**src/rtl/tdms_pkg.sv**
```systemverilog
package tdms_pkg;

  localparam int ADDR_W      = 14;
  localparam int DATA_W      = 16;
  localparam int NUM_STREAMS = 32;
  localparam int STREAM_W    = 5;
  localparam int CHAN_W      = 8;

  // address fields of the host port
  localparam int MEM_SPACE_BIT = 13;
  localparam int STREAM_MSB    = 12;
  localparam int STREAM_LSB    = 8;
  localparam int CHAN_MSB      = 7;
  localparam int CHAN_LSB      = 0;

  // register space, word offsets
  localparam logic [13:0] CTRL_REG_ADDR = 14'h0000;
  localparam logic [13:0] BER_ERR_BASE  = 14'h0360;
  localparam logic [13:0] BER_ERR_LAST  = 14'h037F;

  // control register layout and reset
  localparam int          CTRL_SEL_LSB = 0;
  localparam int          CTRL_SEL_MSB = 1;
  localparam logic [1:0]  CTRL_RESET   = 2'h0;

  localparam logic [15:0] BER_COUNT_MAX = 16'hFFFF;

  // highest channel number per stream rate
  localparam logic [7:0] CHAN_MAX_2M  = 8'h1F;
  localparam logic [7:0] CHAN_MAX_4M  = 8'h3F;
  localparam logic [7:0] CHAN_MAX_8M  = 8'h7F;
  localparam logic [7:0] CHAN_MAX_16M = 8'hFF;

  typedef enum logic [1:0] {
    TDMS_SEL_DATA,
    TDMS_SEL_CM_LOW,
    TDMS_SEL_CM_HIGH,
    TDMS_SEL_RSVD
  } tdms_mem_sel_t;

  typedef enum logic [1:0] {
    TDMS_RATE_2M,
    TDMS_RATE_4M,
    TDMS_RATE_8M,
    TDMS_RATE_16M
  } tdms_rate_t;

  typedef enum logic [1:0] {
    TDMS_KIND_NONE,
    TDMS_KIND_CTRL,
    TDMS_KIND_BER,
    TDMS_KIND_MEM
  } tdms_kind_t;

  // channel lies inside the frame of a stream at this rate
  function automatic logic tdms_chan_ok(input tdms_rate_t rate, input logic [7:0] chan);
    unique case (rate)
      TDMS_RATE_2M:  tdms_chan_ok = (chan <= CHAN_MAX_2M);
      TDMS_RATE_4M:  tdms_chan_ok = (chan <= CHAN_MAX_4M);
      TDMS_RATE_8M:  tdms_chan_ok = (chan <= CHAN_MAX_8M);
      TDMS_RATE_16M: tdms_chan_ok = (chan <= CHAN_MAX_16M);
    endcase
  endfunction : tdms_chan_ok

endpackage : tdms_pkg

```
**src/rtl/tdms_ber_if.sv**
```systemverilog
`timescale 1ns/1ps
interface tdms_ber_if;
  import tdms_pkg::*;
  logic [NUM_STREAMS-1:0] err;
  logic [NUM_STREAMS-1:0] clr;
  logic [STREAM_W-1:0]    index;
  logic [DATA_W-1:0]      count;
  modport ctrl (output err, output clr, output index, input count);
  modport bank (input err, input clr, input index, output count);
endinterface : tdms_ber_if

```
**src/rtl/tdms_addr_map.sv**
```systemverilog
`timescale 1ns/1ps
// How it works
// RULE1: address bit 13 high sends host access to data or connection memory.
// RULE2: address bit 13 low means register access only, never memory.
// RULE3: control bits 1:0 pick data memory, connection memory low or high.
// RULE4: in memory space bits 12:8 give stream, bits 7:0 give channel.
// RULE5: channels 0-31 valid at lowest rate, 0-63 at next rate.
// RULE6: channels 0-127 valid at third rate, 0-255 at highest rate.
// RULE7: one read-only 16-bit error count per stream at 0360h-037Fh.
// RULE8: error counters hold at maximum instead of wrapping.
module tdms_addr_map (
  input  wire logic                      clk,
  input  wire logic                      reset_n,
  input  wire logic [tdms_pkg::ADDR_W-1:0] host_addr,
  input  wire logic [tdms_pkg::DATA_W-1:0] host_wdata,
  input  wire logic                      host_wr,
  input  wire logic                      host_rd,
  output logic      [tdms_pkg::DATA_W-1:0] host_rdata,
  output logic                           host_rvalid,
  input  wire logic [2*tdms_pkg::NUM_STREAMS-1:0] stream_rate,
  input  wire logic [tdms_pkg::NUM_STREAMS-1:0]   ber_error,
  input  wire logic [tdms_pkg::NUM_STREAMS-1:0]   ber_clear,
  output logic                           mem_req,
  output logic                           mem_we,
  output logic      [1:0]                mem_sel,
  output logic      [tdms_pkg::STREAM_W-1:0] mem_stream,
  output logic      [tdms_pkg::CHAN_W-1:0]   mem_chan,
  output logic      [tdms_pkg::DATA_W-1:0]   mem_wdata,
  input  wire logic [tdms_pkg::DATA_W-1:0]   mem_rdata
);
  import tdms_pkg::*;

  tdms_ber_if ber ();

  logic [1:0]          ctrl_sel_q;
  tdms_kind_t          kind1_q;
  logic                rd1_q;
  logic [STREAM_W-1:0] ber_idx_q;
  logic                acc;
  logic                in_mem;
  logic [STREAM_W-1:0] strm;
  logic [CHAN_W-1:0]   chan;
  tdms_rate_t          rate_cur;
  logic                mem_ok;
  logic                is_ber;
  logic [13:0]         ber_off;
  tdms_kind_t          kind;

  // field split of the host address
  assign acc      = host_rd || host_wr;
  assign in_mem   = host_addr[MEM_SPACE_BIT]; // [RULE1] [RULE2]
  assign strm     = host_addr[STREAM_MSB:STREAM_LSB]; // [RULE4]
  assign chan     = host_addr[CHAN_MSB:CHAN_LSB]; // [RULE4]
  assign rate_cur = tdms_rate_t'(stream_rate[2*strm +: 2]);
  // channels past the frame of the stream's rate are dropped [RULE5] [RULE6]
  assign mem_ok   = tdms_chan_ok(rate_cur, chan) &&
                    (tdms_mem_sel_t'(ctrl_sel_q) != TDMS_SEL_RSVD);
  assign ber_off  = host_addr - BER_ERR_BASE;
  assign is_ber   = !in_mem && host_addr >= BER_ERR_BASE && host_addr <= BER_ERR_LAST;

  // classify the access; register space never reaches memory
  always_comb begin
    kind = TDMS_KIND_NONE;
    if (in_mem) begin
      if (mem_ok) kind = TDMS_KIND_MEM; // [RULE1]
    end else if (host_addr == CTRL_REG_ADDR) begin
      kind = TDMS_KIND_CTRL; // [RULE2]
    end else if (is_ber) begin
      kind = TDMS_KIND_BER; // [RULE7]
    end
  end

  // control register: only the memory select field is stored
  always_ff @(posedge clk or negedge reset_n) begin
    if (!reset_n) begin
      ctrl_sel_q <= CTRL_RESET;
    end else if (host_wr && kind == TDMS_KIND_CTRL) begin
      ctrl_sel_q <= host_wdata[CTRL_SEL_MSB:CTRL_SEL_LSB]; // [RULE3]
    end
  end

  // memory request, registered one cycle after the host strobe
  always_ff @(posedge clk or negedge reset_n) begin
    if (!reset_n) begin
      mem_req    <= 1'b0;
      mem_we     <= 1'b0;
      mem_sel    <= 2'h0;
      mem_stream <= 5'h00;
      mem_chan   <= 8'h00;
      mem_wdata  <= 16'h0000;
    end else begin
      mem_req <= acc && kind == TDMS_KIND_MEM; // [RULE1]
      mem_we  <= host_wr && kind == TDMS_KIND_MEM;
      if (acc && kind == TDMS_KIND_MEM) begin
        mem_sel    <= ctrl_sel_q; // [RULE3]
        mem_stream <= strm; // [RULE4]
        mem_chan   <= chan; // [RULE4]
        mem_wdata  <= host_wdata;
      end
    end
  end

  // read pipeline: decode stage, then data stage, so every read takes two cycles
  always_ff @(posedge clk or negedge reset_n) begin
    if (!reset_n) begin
      rd1_q     <= 1'b0;
      kind1_q   <= TDMS_KIND_NONE;
      ber_idx_q <= 5'h00;
    end else begin
      rd1_q   <= host_rd;
      kind1_q <= host_rd ? kind : TDMS_KIND_NONE;
      if (host_rd && kind == TDMS_KIND_BER) ber_idx_q <= ber_off[STREAM_W-1:0]; // [RULE7]
    end
  end

  // answer; unmapped registers and refused memory reads return zero
  always_ff @(posedge clk or negedge reset_n) begin
    if (!reset_n) begin
      host_rvalid <= 1'b0;
      host_rdata  <= 16'h0000;
    end else begin
      host_rvalid <= rd1_q;
      unique case (kind1_q)
        TDMS_KIND_CTRL: host_rdata <= {14'h0000, ctrl_sel_q};
        TDMS_KIND_BER:  host_rdata <= ber.count; // [RULE7]
        TDMS_KIND_MEM:  host_rdata <= mem_rdata;
        TDMS_KIND_NONE: host_rdata <= 16'h0000;
      endcase
    end
  end

  assign ber.err   = ber_error;
  assign ber.clr   = ber_clear;
  assign ber.index = ber_idx_q;

  tdms_ber_bank #(
    .STREAMS (NUM_STREAMS)
  ) u_bank (
    .clk     (clk),
    .reset_n (reset_n),
    .ber     (ber.bank)
  );
endmodule : tdms_addr_map

```
**src/rtl/tdms_ber_bank.sv**
```systemverilog
`timescale 1ns/1ps
module tdms_ber_bank #(
  parameter int STREAMS = 32
) (
  input  wire logic  clk,
  input  wire logic  reset_n,
  tdms_ber_if.bank   ber
);
  import tdms_pkg::*;

  // a bank of another size would not line up with the five index bits of the map
  if (STREAMS != NUM_STREAMS) begin : g_bad_streams
    $error("stream count must match the address map");
  end

  logic [DATA_W-1:0] cnt_q [STREAMS];

  // per-stream counters; a clear in the same cycle as an error leaves one count
  always_ff @(posedge clk or negedge reset_n) begin
    if (!reset_n) begin
      for (int i = 0; i < STREAMS; i++) cnt_q[i] <= 16'h0000;
    end else begin
      for (int i = 0; i < STREAMS; i++) begin
        if (ber.clr[i]) begin
          cnt_q[i] <= ber.err[i] ? 16'h0001 : 16'h0000;
        end else if (ber.err[i] && cnt_q[i] != BER_COUNT_MAX) begin
          cnt_q[i] <= cnt_q[i] + 16'h0001; // sticks at the top [RULE8]
        end
      end
    end
  end

  assign ber.count = cnt_q[ber.index];

  // every lane is watched; one fixed lane would miss the streams that see errors
  for (genvar g = 0; g < STREAMS; g++) begin : g_watch

  end
endmodule : tdms_ber_bank

```
**config.mk**
```make
export PLATFORM = sky130hd
export DESIGN_NAME = tdms_addr_map
export DESIGN_NICKNAME = d
export VERILOG_FILES = /design/src/rtl/tdms_pkg.sv /design/src/rtl/tdms_ber_if.sv /design/src/rtl/tdms_addr_map.sv /design/src/rtl/tdms_ber_bank.sv
export SDC_FILE = /design/constraint.sdc
export NUM_CORES = 1
export LEC_CHECK = 0
export ABC_AREA = 1
export BUFFER_PORTS_ARGS = -buffer_cell sky130_fd_sc_hd__buf_2
export CAP_MARGIN = 40
export CORE_MARGIN = 4
export CORE_UTILIZATION = 52
export DETAILED_ROUTE_END_ITERATION = 8
export GPL_ROUTABILITY_DRIVEN = 1
export GPL_TIMING_DRIVEN = 0
export PLACE_DENSITY = 0.7
export SYNTH_ARGS = -nofsm -noshare
export SYNTH_HDL_FRONTEND = slang
export SYNTH_HIERARCHICAL = 1
export SYNTH_SLANG_ARGS = --single-unit
```
**constraint.sdc**
```tcl
create_clock -name clk -period 2.2 [get_ports clk]
set_input_delay 0.44 -clock clk [delete_from_list [all_inputs] [get_ports clk]]
set_output_delay 0.44 -clock clk [all_outputs]
set_load 0.05 [all_outputs]
```
==> results.py, run 1 <==
metrics = {
    "final_layout": {
        "nFillCells": 7567,
        "areaGrowthSynthToFinish_pct": 14.01,
        "seq_area_um2": 14320,
        "design_area_um2": 46400,
        "final_core_util": 0.5990,
        "num-nets-final": 6799,
        "drive_above_1_share": 0.1126,
        "multi_input_area_um2": 23700,
    },
    "status": {
        "failed_checks": "setup timing",
        "status": "finished, violations left",
    },
    "placed_design": {
        "place_area_um2": 43280,
        "dp_slack_ps": -613.9,
        "place.gp.congestion": 1.018,
        "io_buffers": 226,
        "dpl.hpwl_um": 107800,
    },
    "power_and_ir_drop": {
        "max-vdd-ir-drop_mv": 0.5901,
        "p_per_area_nw_per_um2": 560.2,
        "p_leak_uw": 0.02193,
        "total_power_uw": 25990,
    },
    "routing": {
        "routed_wl_um": 143500,
        "vias_per_cell": 5.728,
        "wl_per_cell_um": 18.66,
        "drt-pass1-iter-count": 6,
        "ant_nets": 0,
        "drt_iter0_drc": 4774,
        "vias": 44032,
        "remaining_drc_errors": 0,
    },
    "sta": {
        "relSlewSlack": 0.3901,
        "hold_viol": 0,
        "min_period_ps": 2249,
        "fin_skew_ps": 35.85,
        "worst_slack_ps": -48.72,
        "finalMaxSlewViolations": 0,
        "hold_ws_ps": 50.06,
        "setup_violations": 3,
        "timing.final.crit_share": 1.022,
        "worst_slew_pin_slew_ps": 914.9,
        "fmax_ghz": 0.4447,
    },
    "clocking": {
        "worst_skew_pair.late_latency_ps": 640,
        "cts_sinks": 572,
        "numCtsBuffers": 72,
        "clk_pin_slew_ps": 60,
        "cts_tree": "yes",
        "cts_buffer_depth": 3,
        "htree_levels": 3,
        "root_buffer": "clkbuf_16",
    },
    "yosys": {
        "synth_cells": 6279,
        "syn-num-nets": 6489,
        "yosys_most_used_dff": "dfrtp_1",
        "synth_area_leader_cell": "dfrtp_1",
        "synth_seq_area_share": 0.3517,
        "ys_types": 42,
        "synth.area.top_cells": "dfrtp_1, nand2_1, nand3_1",
        "syn_area_um2": 40700,
        "synth_common_cells": "nand2_1, nand3_1, dfrtp_1, nor2_1, inv_1",
        "ys_seq_elements": 572,
        "synth_top_area_share": 0.3517,
        "avgSynthCellArea_um2": 6.482,
        "postSynth.asyncResetShare": 1.000,
        "synth_most_common_cell": "nand2_1",
        "synth_warnings": 6,
        "synth_edf_count": 0,
    },
    "worst_setup_path": {
        "crit_fanout": 10,
        "slowest_stage": "dfrtp_1",
        "critPathKind": "reg2reg",
        "setup.worst_path.start_class": "register",
        "cpMostUsedCell": "nand2_1",
        "crit_chain": "clkbuf_4, buf_4, nand3_1, nand3_1, nand2_1, nand2_1, nand2_1, nand2_1, nand2_1, a22o_4",
        "cp.buffers_inverters": 2,
        "critical_path_arrival_ps": 2740,
        "crit_family": "simple AND/OR/NAND/NOR gates",
        "required_ps": 2690,
        "end_kind": "register",
        "max_stage_delay_ps": 470,
    },
    "global_route": {
        "grt_pass1_wl_um": 223600,
        "grt-ovfl-total": 0,
        "antenna_found_initial": 10,
        "track_usage": 0.3393,
        "grt_max_degree": 111,
        "grt_pass1_vias": 40483,
    },
    "floorplan": {
        "io_pins": 228,
        "fp-row-count": 102,
        "die-height_um": 287.8,
        "coreArea_um2": 77470,
        "dieArea_um2": 82810,
        "die_w_um": 287.8,
        "initial_utilization": 0.5254,
    },
    "run": {
        "drv_cap": 0,
    },
    "hold_path": {
        "hold_class": "in2reg",
    },
}
==> sequential cells by signal, summed over array words and instances, names as in the netlist <==
register,cells
mem_stream,5
mem_wdata,16
mem_we,1
mem_sel,2
host_rdata,16
u_bank/cnt_q,512
rd1_q,1
ctrl_sel_q,2
host_rvalid,1
kind1_q,2
mem_req,1
mem_chan,8
ber.index,5
==> repair_timing <==
action / 4_1_cts / 5_1_grt
hold buffers: 2 / 0
gates resized for setup: 119 / 102
setup buffers: 0 / 0
hold endpoints to repair: 64 / 0
gates cloned: 0 / 2
endpoints found under the setup margin: 16 / 65
==> final timing paths <==
kind | start | slack, ps | cells after the start | end
setup / recovery | ber.index[1]$_DFFE_PN0P_ | -50 | 10 | host_rdata[2]$_DFF_PN0_
hold / removal | mem_rdata[8] | 50 | 2 | host_rdata[8]$_DFF_PN0_
setup reg to reg | ber.index[1]$_DFFE_PN0P_ | -50 | 10 | host_rdata[2]$_DFF_PN0_
hold reg to reg | rd1_q$_DFF_PN0_ | 350 | 0 | host_rvalid$_DFF_PN0_
max in group asynchronous | reset_n | 370 | 4 | u_bank/cnt_q[338]$_DFFE_PN0P_
min in group asynchronous | reset_n | 380 | 2 | u_bank/cnt_q[240]$_DFFE_PN0P_
==> cell type report <==
class / count / share of cell area
inverters: 450 / 0.03662
multi-input cells: 5031 / 0.5108
well taps: 1040 / 0.02804
clock buffers: 104 / 0.04581
flip-flops and latches: 572 / 0.3085
plain buffers: 226 / 0.03449
diodes: 2 / 0.0001079
repair buffers: 236 / 0.02918
clock inverters: 26 / 0.006445
==> worst register-to-register path: stages (launching register included) <==
cell,delay [ps]
dfrtp_1,470
clkbuf_4,320
buf_4,290
nand3_1,190
nand3_1,230
nand2_1,80
nand2_1,60
nand2_1,90
nand2_1,80
nand2_1,60
a22o_4,250
==> per-stage QoR <==
step | instances | setup TNS, ps
floorplan | 6279 | 0
detailed placement | 7551 | -15320
global route | 7686 | -40.73
finish | 7687 | -66.20
global placement | 7545 | -6733850
CTS | 7683 | -2.041
==> cells in the final DEF, fill, tap and decap left out, types with 19 or more instances in the layout <==
master | synthesis | routed
nand3b_1 | 26 | 26
clkbuf_4 | 0 | 19
clkbuf_1 | 51 | 43
buf_4 | 11 | 33
nor2_1 | 558 | 556
nand2_2 | 17 | 27
o21ai_0 | 190 | 188
buf_6 | 21 | 41
buf_2 | 104 | 283
xor2_1 | 106 | 106
o21ai_1 | 59 | 57
buf_1 | 35 | 21
clkbuf_16 | 0 | 77
inv_1 | 440 | 439
nand3_1 | 833 | 810
ha_1 | 32 | 30
and2_1 | 19 | 19
or2_2 | 44 | 44
dfrtp_1 | 572 | 571
nor3_1 | 33 | 33
o21bai_1 | 60 | 60
nand3_2 | 5 | 28
nor2_4 | 29 | 33
nand2_1 | 2489 | 2478
nand4_1 | 407 | 407
nor2_2 | 43 | 41
==> kinds of logic after synthesis <==
group           share of synthesized area
compound gates                    0.05485
xor+xnor                          0.02281
fa+ha+maj                        0.009838
buf+inv                           0.07086
flops                              0.3517
mux                             0.0005533
simple gates                       0.4894
==> power breakdown <==
| group | leakage, µW | internal (µW) | switching (µW) |
|---|---|---|---|
| registers | 0.00788 | 10700 | 315 |
| logic | 0.0129 | 812 | 1850 |
| clock network | 0.00120 | 7420 | 4880 |
| total | 0.0219 | 18900 | 7050 |
==> routing by layer <==
layer,up-vias,share of wire,GRT usage
met2,2028,0.44,0.5294
li1,21238,-,-
met4,6,0.040,0.1300
met1,20459,0.42,0.4702
met3,301,0.096,0.06271
met5,-,0.00024,0
(Power assumes the default switching activity.)
==> inputs of run 2 (changes only) <==
Settings changed: CORE_ASPECT_RATIO set to 1.2, HOLD_SLACK_MARGIN set to 0.06.
==> results.py, run 2 (same netlist as run 1, synthesis figures left out) <==
metrics = {
    "status": {
        "status": "finished, violations left",
        "failed_checks": "setup timing",
    },
    "sta": {
        "finalMaxSlewViolations": 0,
        "worst_slack_ps": -3.306,
        "fin_skew_ps": 16.02,
        "fmax_ghz": 0.4539,
        "hold_viol": 0,
        "relSlewSlack": 0.3467,
        "fin_tns_setup_ps": -3.306,
        "grt_setup_unrepaired": "true",
        "min_period_ps": 2203,
        "setup_violations": 1,
        "timing.final.crit_share": 1.002,
        "worst_slew_pin_slew_ps": 979.9,
    },
    "global_route": {
        "grt_pass1_wl_um": 224500,
        "grt-ovfl-total": 0,
        "antenna_found_initial": 7,
        "grt_max_degree": 121,
        "grt_pass1_vias": 41282,
        "track_usage": 0.3361,
    },
    "clocking": {
        "worst_skew_pair.late_latency_ps": 630,
        "root_buffer": "clkbuf_16",
        "numCtsBuffers": 67,
        "cts_buffer_depth": 3,
        "clk_pin_slew_ps": 60,
        "cts_tree": "yes",
        "cts_sinks": 572,
        "htree_levels": 3,
    },
    "hold_path": {
        "hold_class": "in2reg",
        "min_path_cells": 3,
        "worst_hold_path.endpoint": "u_bank/cnt_q[192]$_DFFE_PN0P_",
        "hp-start": "ber_error[19]",
    },
    "routing": {
        "remaining_drc_errors": 0,
        "vias": 43970,
        "wl_per_cell_um": 18.57,
        "routed_wl_um": 142800,
        "drt-pass1-iter-count": 7,
        "vias_per_cell": 5.716,
        "ant_nets": 0,
        "drt_iter0_drc": 4222,
    },
    "placed_design": {
        "dpl.hpwl_um": 108000,
        "io_buffers": 226,
        "dp.cells": 7536,
        "place.gp.congestion": 0.9871,
    },
    "worst_setup_path": {
        "critical_path_arrival_ps": 2690,
        "r2r_slack_ps": -3,
        "required_ps": 2690,
        "r2r_cells": 10,
        "r2r-end": "host_rdata[15]$_DFF_PN0_",
        "critPathKind": "reg2reg",
        "crit_fanout": 10,
        "setup.worst_path.start_class": "register",
        "end_kind": "register",
        "reg2reg_from": "ber.index[1]$_DFFE_PN0P_",
    },
    "floorplan": {
        "coreArea_um2": 77630,
        "die_w_um": 263.4,
        "dieArea_um2": 82820,
        "die-height_um": 314.5,
        "initial_utilization": 0.5242,
        "fp-row-count": 112,
        "io_pins": 228,
    },
    "final_layout": {
        "largest_register": "u_bank/cnt_q",
        "largest_reg_flops": 512,
        "final_cell_mix": "nand2_1, nand3_1, dfrtp_1, nor2_1, inv_1",
        "multi_input_area_um2": 23710,
        "layout_commonest_cell": "nand2_1",
        "seq_area_um2": 14320,
        "reg.largest.list": "u_bank/cnt_q x512, host_rdata x16, mem_wdata x16",
        "final_core_util": 0.5996,
        "instances_no_fill": 7692,
        "drive_above_1_share": 0.1107,
        "num-nets-final": 6825,
        "areaGrowthSynthToFinish_pct": 14.39,
        "nFillCells": 7558,
    },
    "power_and_ir_drop": {
        "max-vdd-ir-drop_mv": 0.8117,
        "p_per_area_nw_per_um2": 549.9,
        "p_leak_uw": 0.02198,
    },
    "run": {
        "drv_cap": 0,
    },
}
run 2: how the worst max path moves through the flow:
stage	from	to	depth (start not counted)
after floorplan	host_addr[8]	mem_chan[0]$_DFFE_PN0P_	15
after global placement	reset_n	u_bank/cnt_q[274]$_DFFE_PN0P_	1
after detailed placement	ber.index[1]$_DFFE_PN0P_	host_rdata[0]$_DFF_PN0_	12
after CTS	ber.index[0]$_DFFE_PN0P_	host_rdata[10]$_DFF_PN0_	13
after global routing	ber.index[1]$_DFFE_PN0P_	host_rdata[12]$_DFF_PN0_	11
final	ber.index[1]$_DFFE_PN0P_	host_rdata[15]$_DFF_PN0_	10
run 2: layout make-up:
class	instances	area share
Tap cell	1026	0.02758
Buffer	226	0.03427
Inverter	450	0.03650
Clock inverter	20	0.006155
Clock buffer	98	0.04292
Sequential cell	572	0.3075
Timing Repair Buffer	267	0.03564
Multi-Input combinational cell	5031	0.5093
Antenna cell	2	0.0001075
run 2: power breakdown:
part	internal (µW)	leakage, µW	switching, µW
combinational	849	0.0130	1850
clock	7110	0.00112	4750
sequential	10700	0.00788	323
run 2: routing by layer:
layer  global-route usage  vias up  wire length [µm]  part of all wire
li1                     -    21267                 -                 -
met1               0.4324    20559             58060              0.41
met2               0.5528     1822             66070              0.46
met3              0.07520      316             12800             0.090
met4               0.1347        6              5865             0.041
met5                    0        -                46           0.00032
run 2: critical path: stages (launching register included):
cell	delay, ps
dfrtp_1	470
buf_6	240
buf_2	340
nand3_1	180
nand3_1	200
nand2_1	140
nand2_1	80
nand2_1	50
nand2_1	50
nand2_1	60
a22o_4	250
run 2: what timing repair did:
item	4_1_cts	5_1_grt
gates cloned	1	0
hold buffers	34	0
endpoints found under the setup margin	16	48
resized for setup	125	93
endpoints found under the hold margin	84	0
buffers inserted	0	1
pin swaps	2	8
run 2: through the flow:
step / setup WS [ps] / total power, µW / cell area [µm²] / hold slack, ps
global placement: -11900 / 13690 / 43110 / 336.1
detailed placement: -604.3 / 13750 / 43260 / 349.8
floorplan: 293.0 / 12530 / 40700 / 144.4
finish: -3.306 / 25600 / 46550 / 83.08
CTS: 5.175 / 25730 / 46240 / 60.44
global route: -24.37 / 26480 / 46550 / 84.57
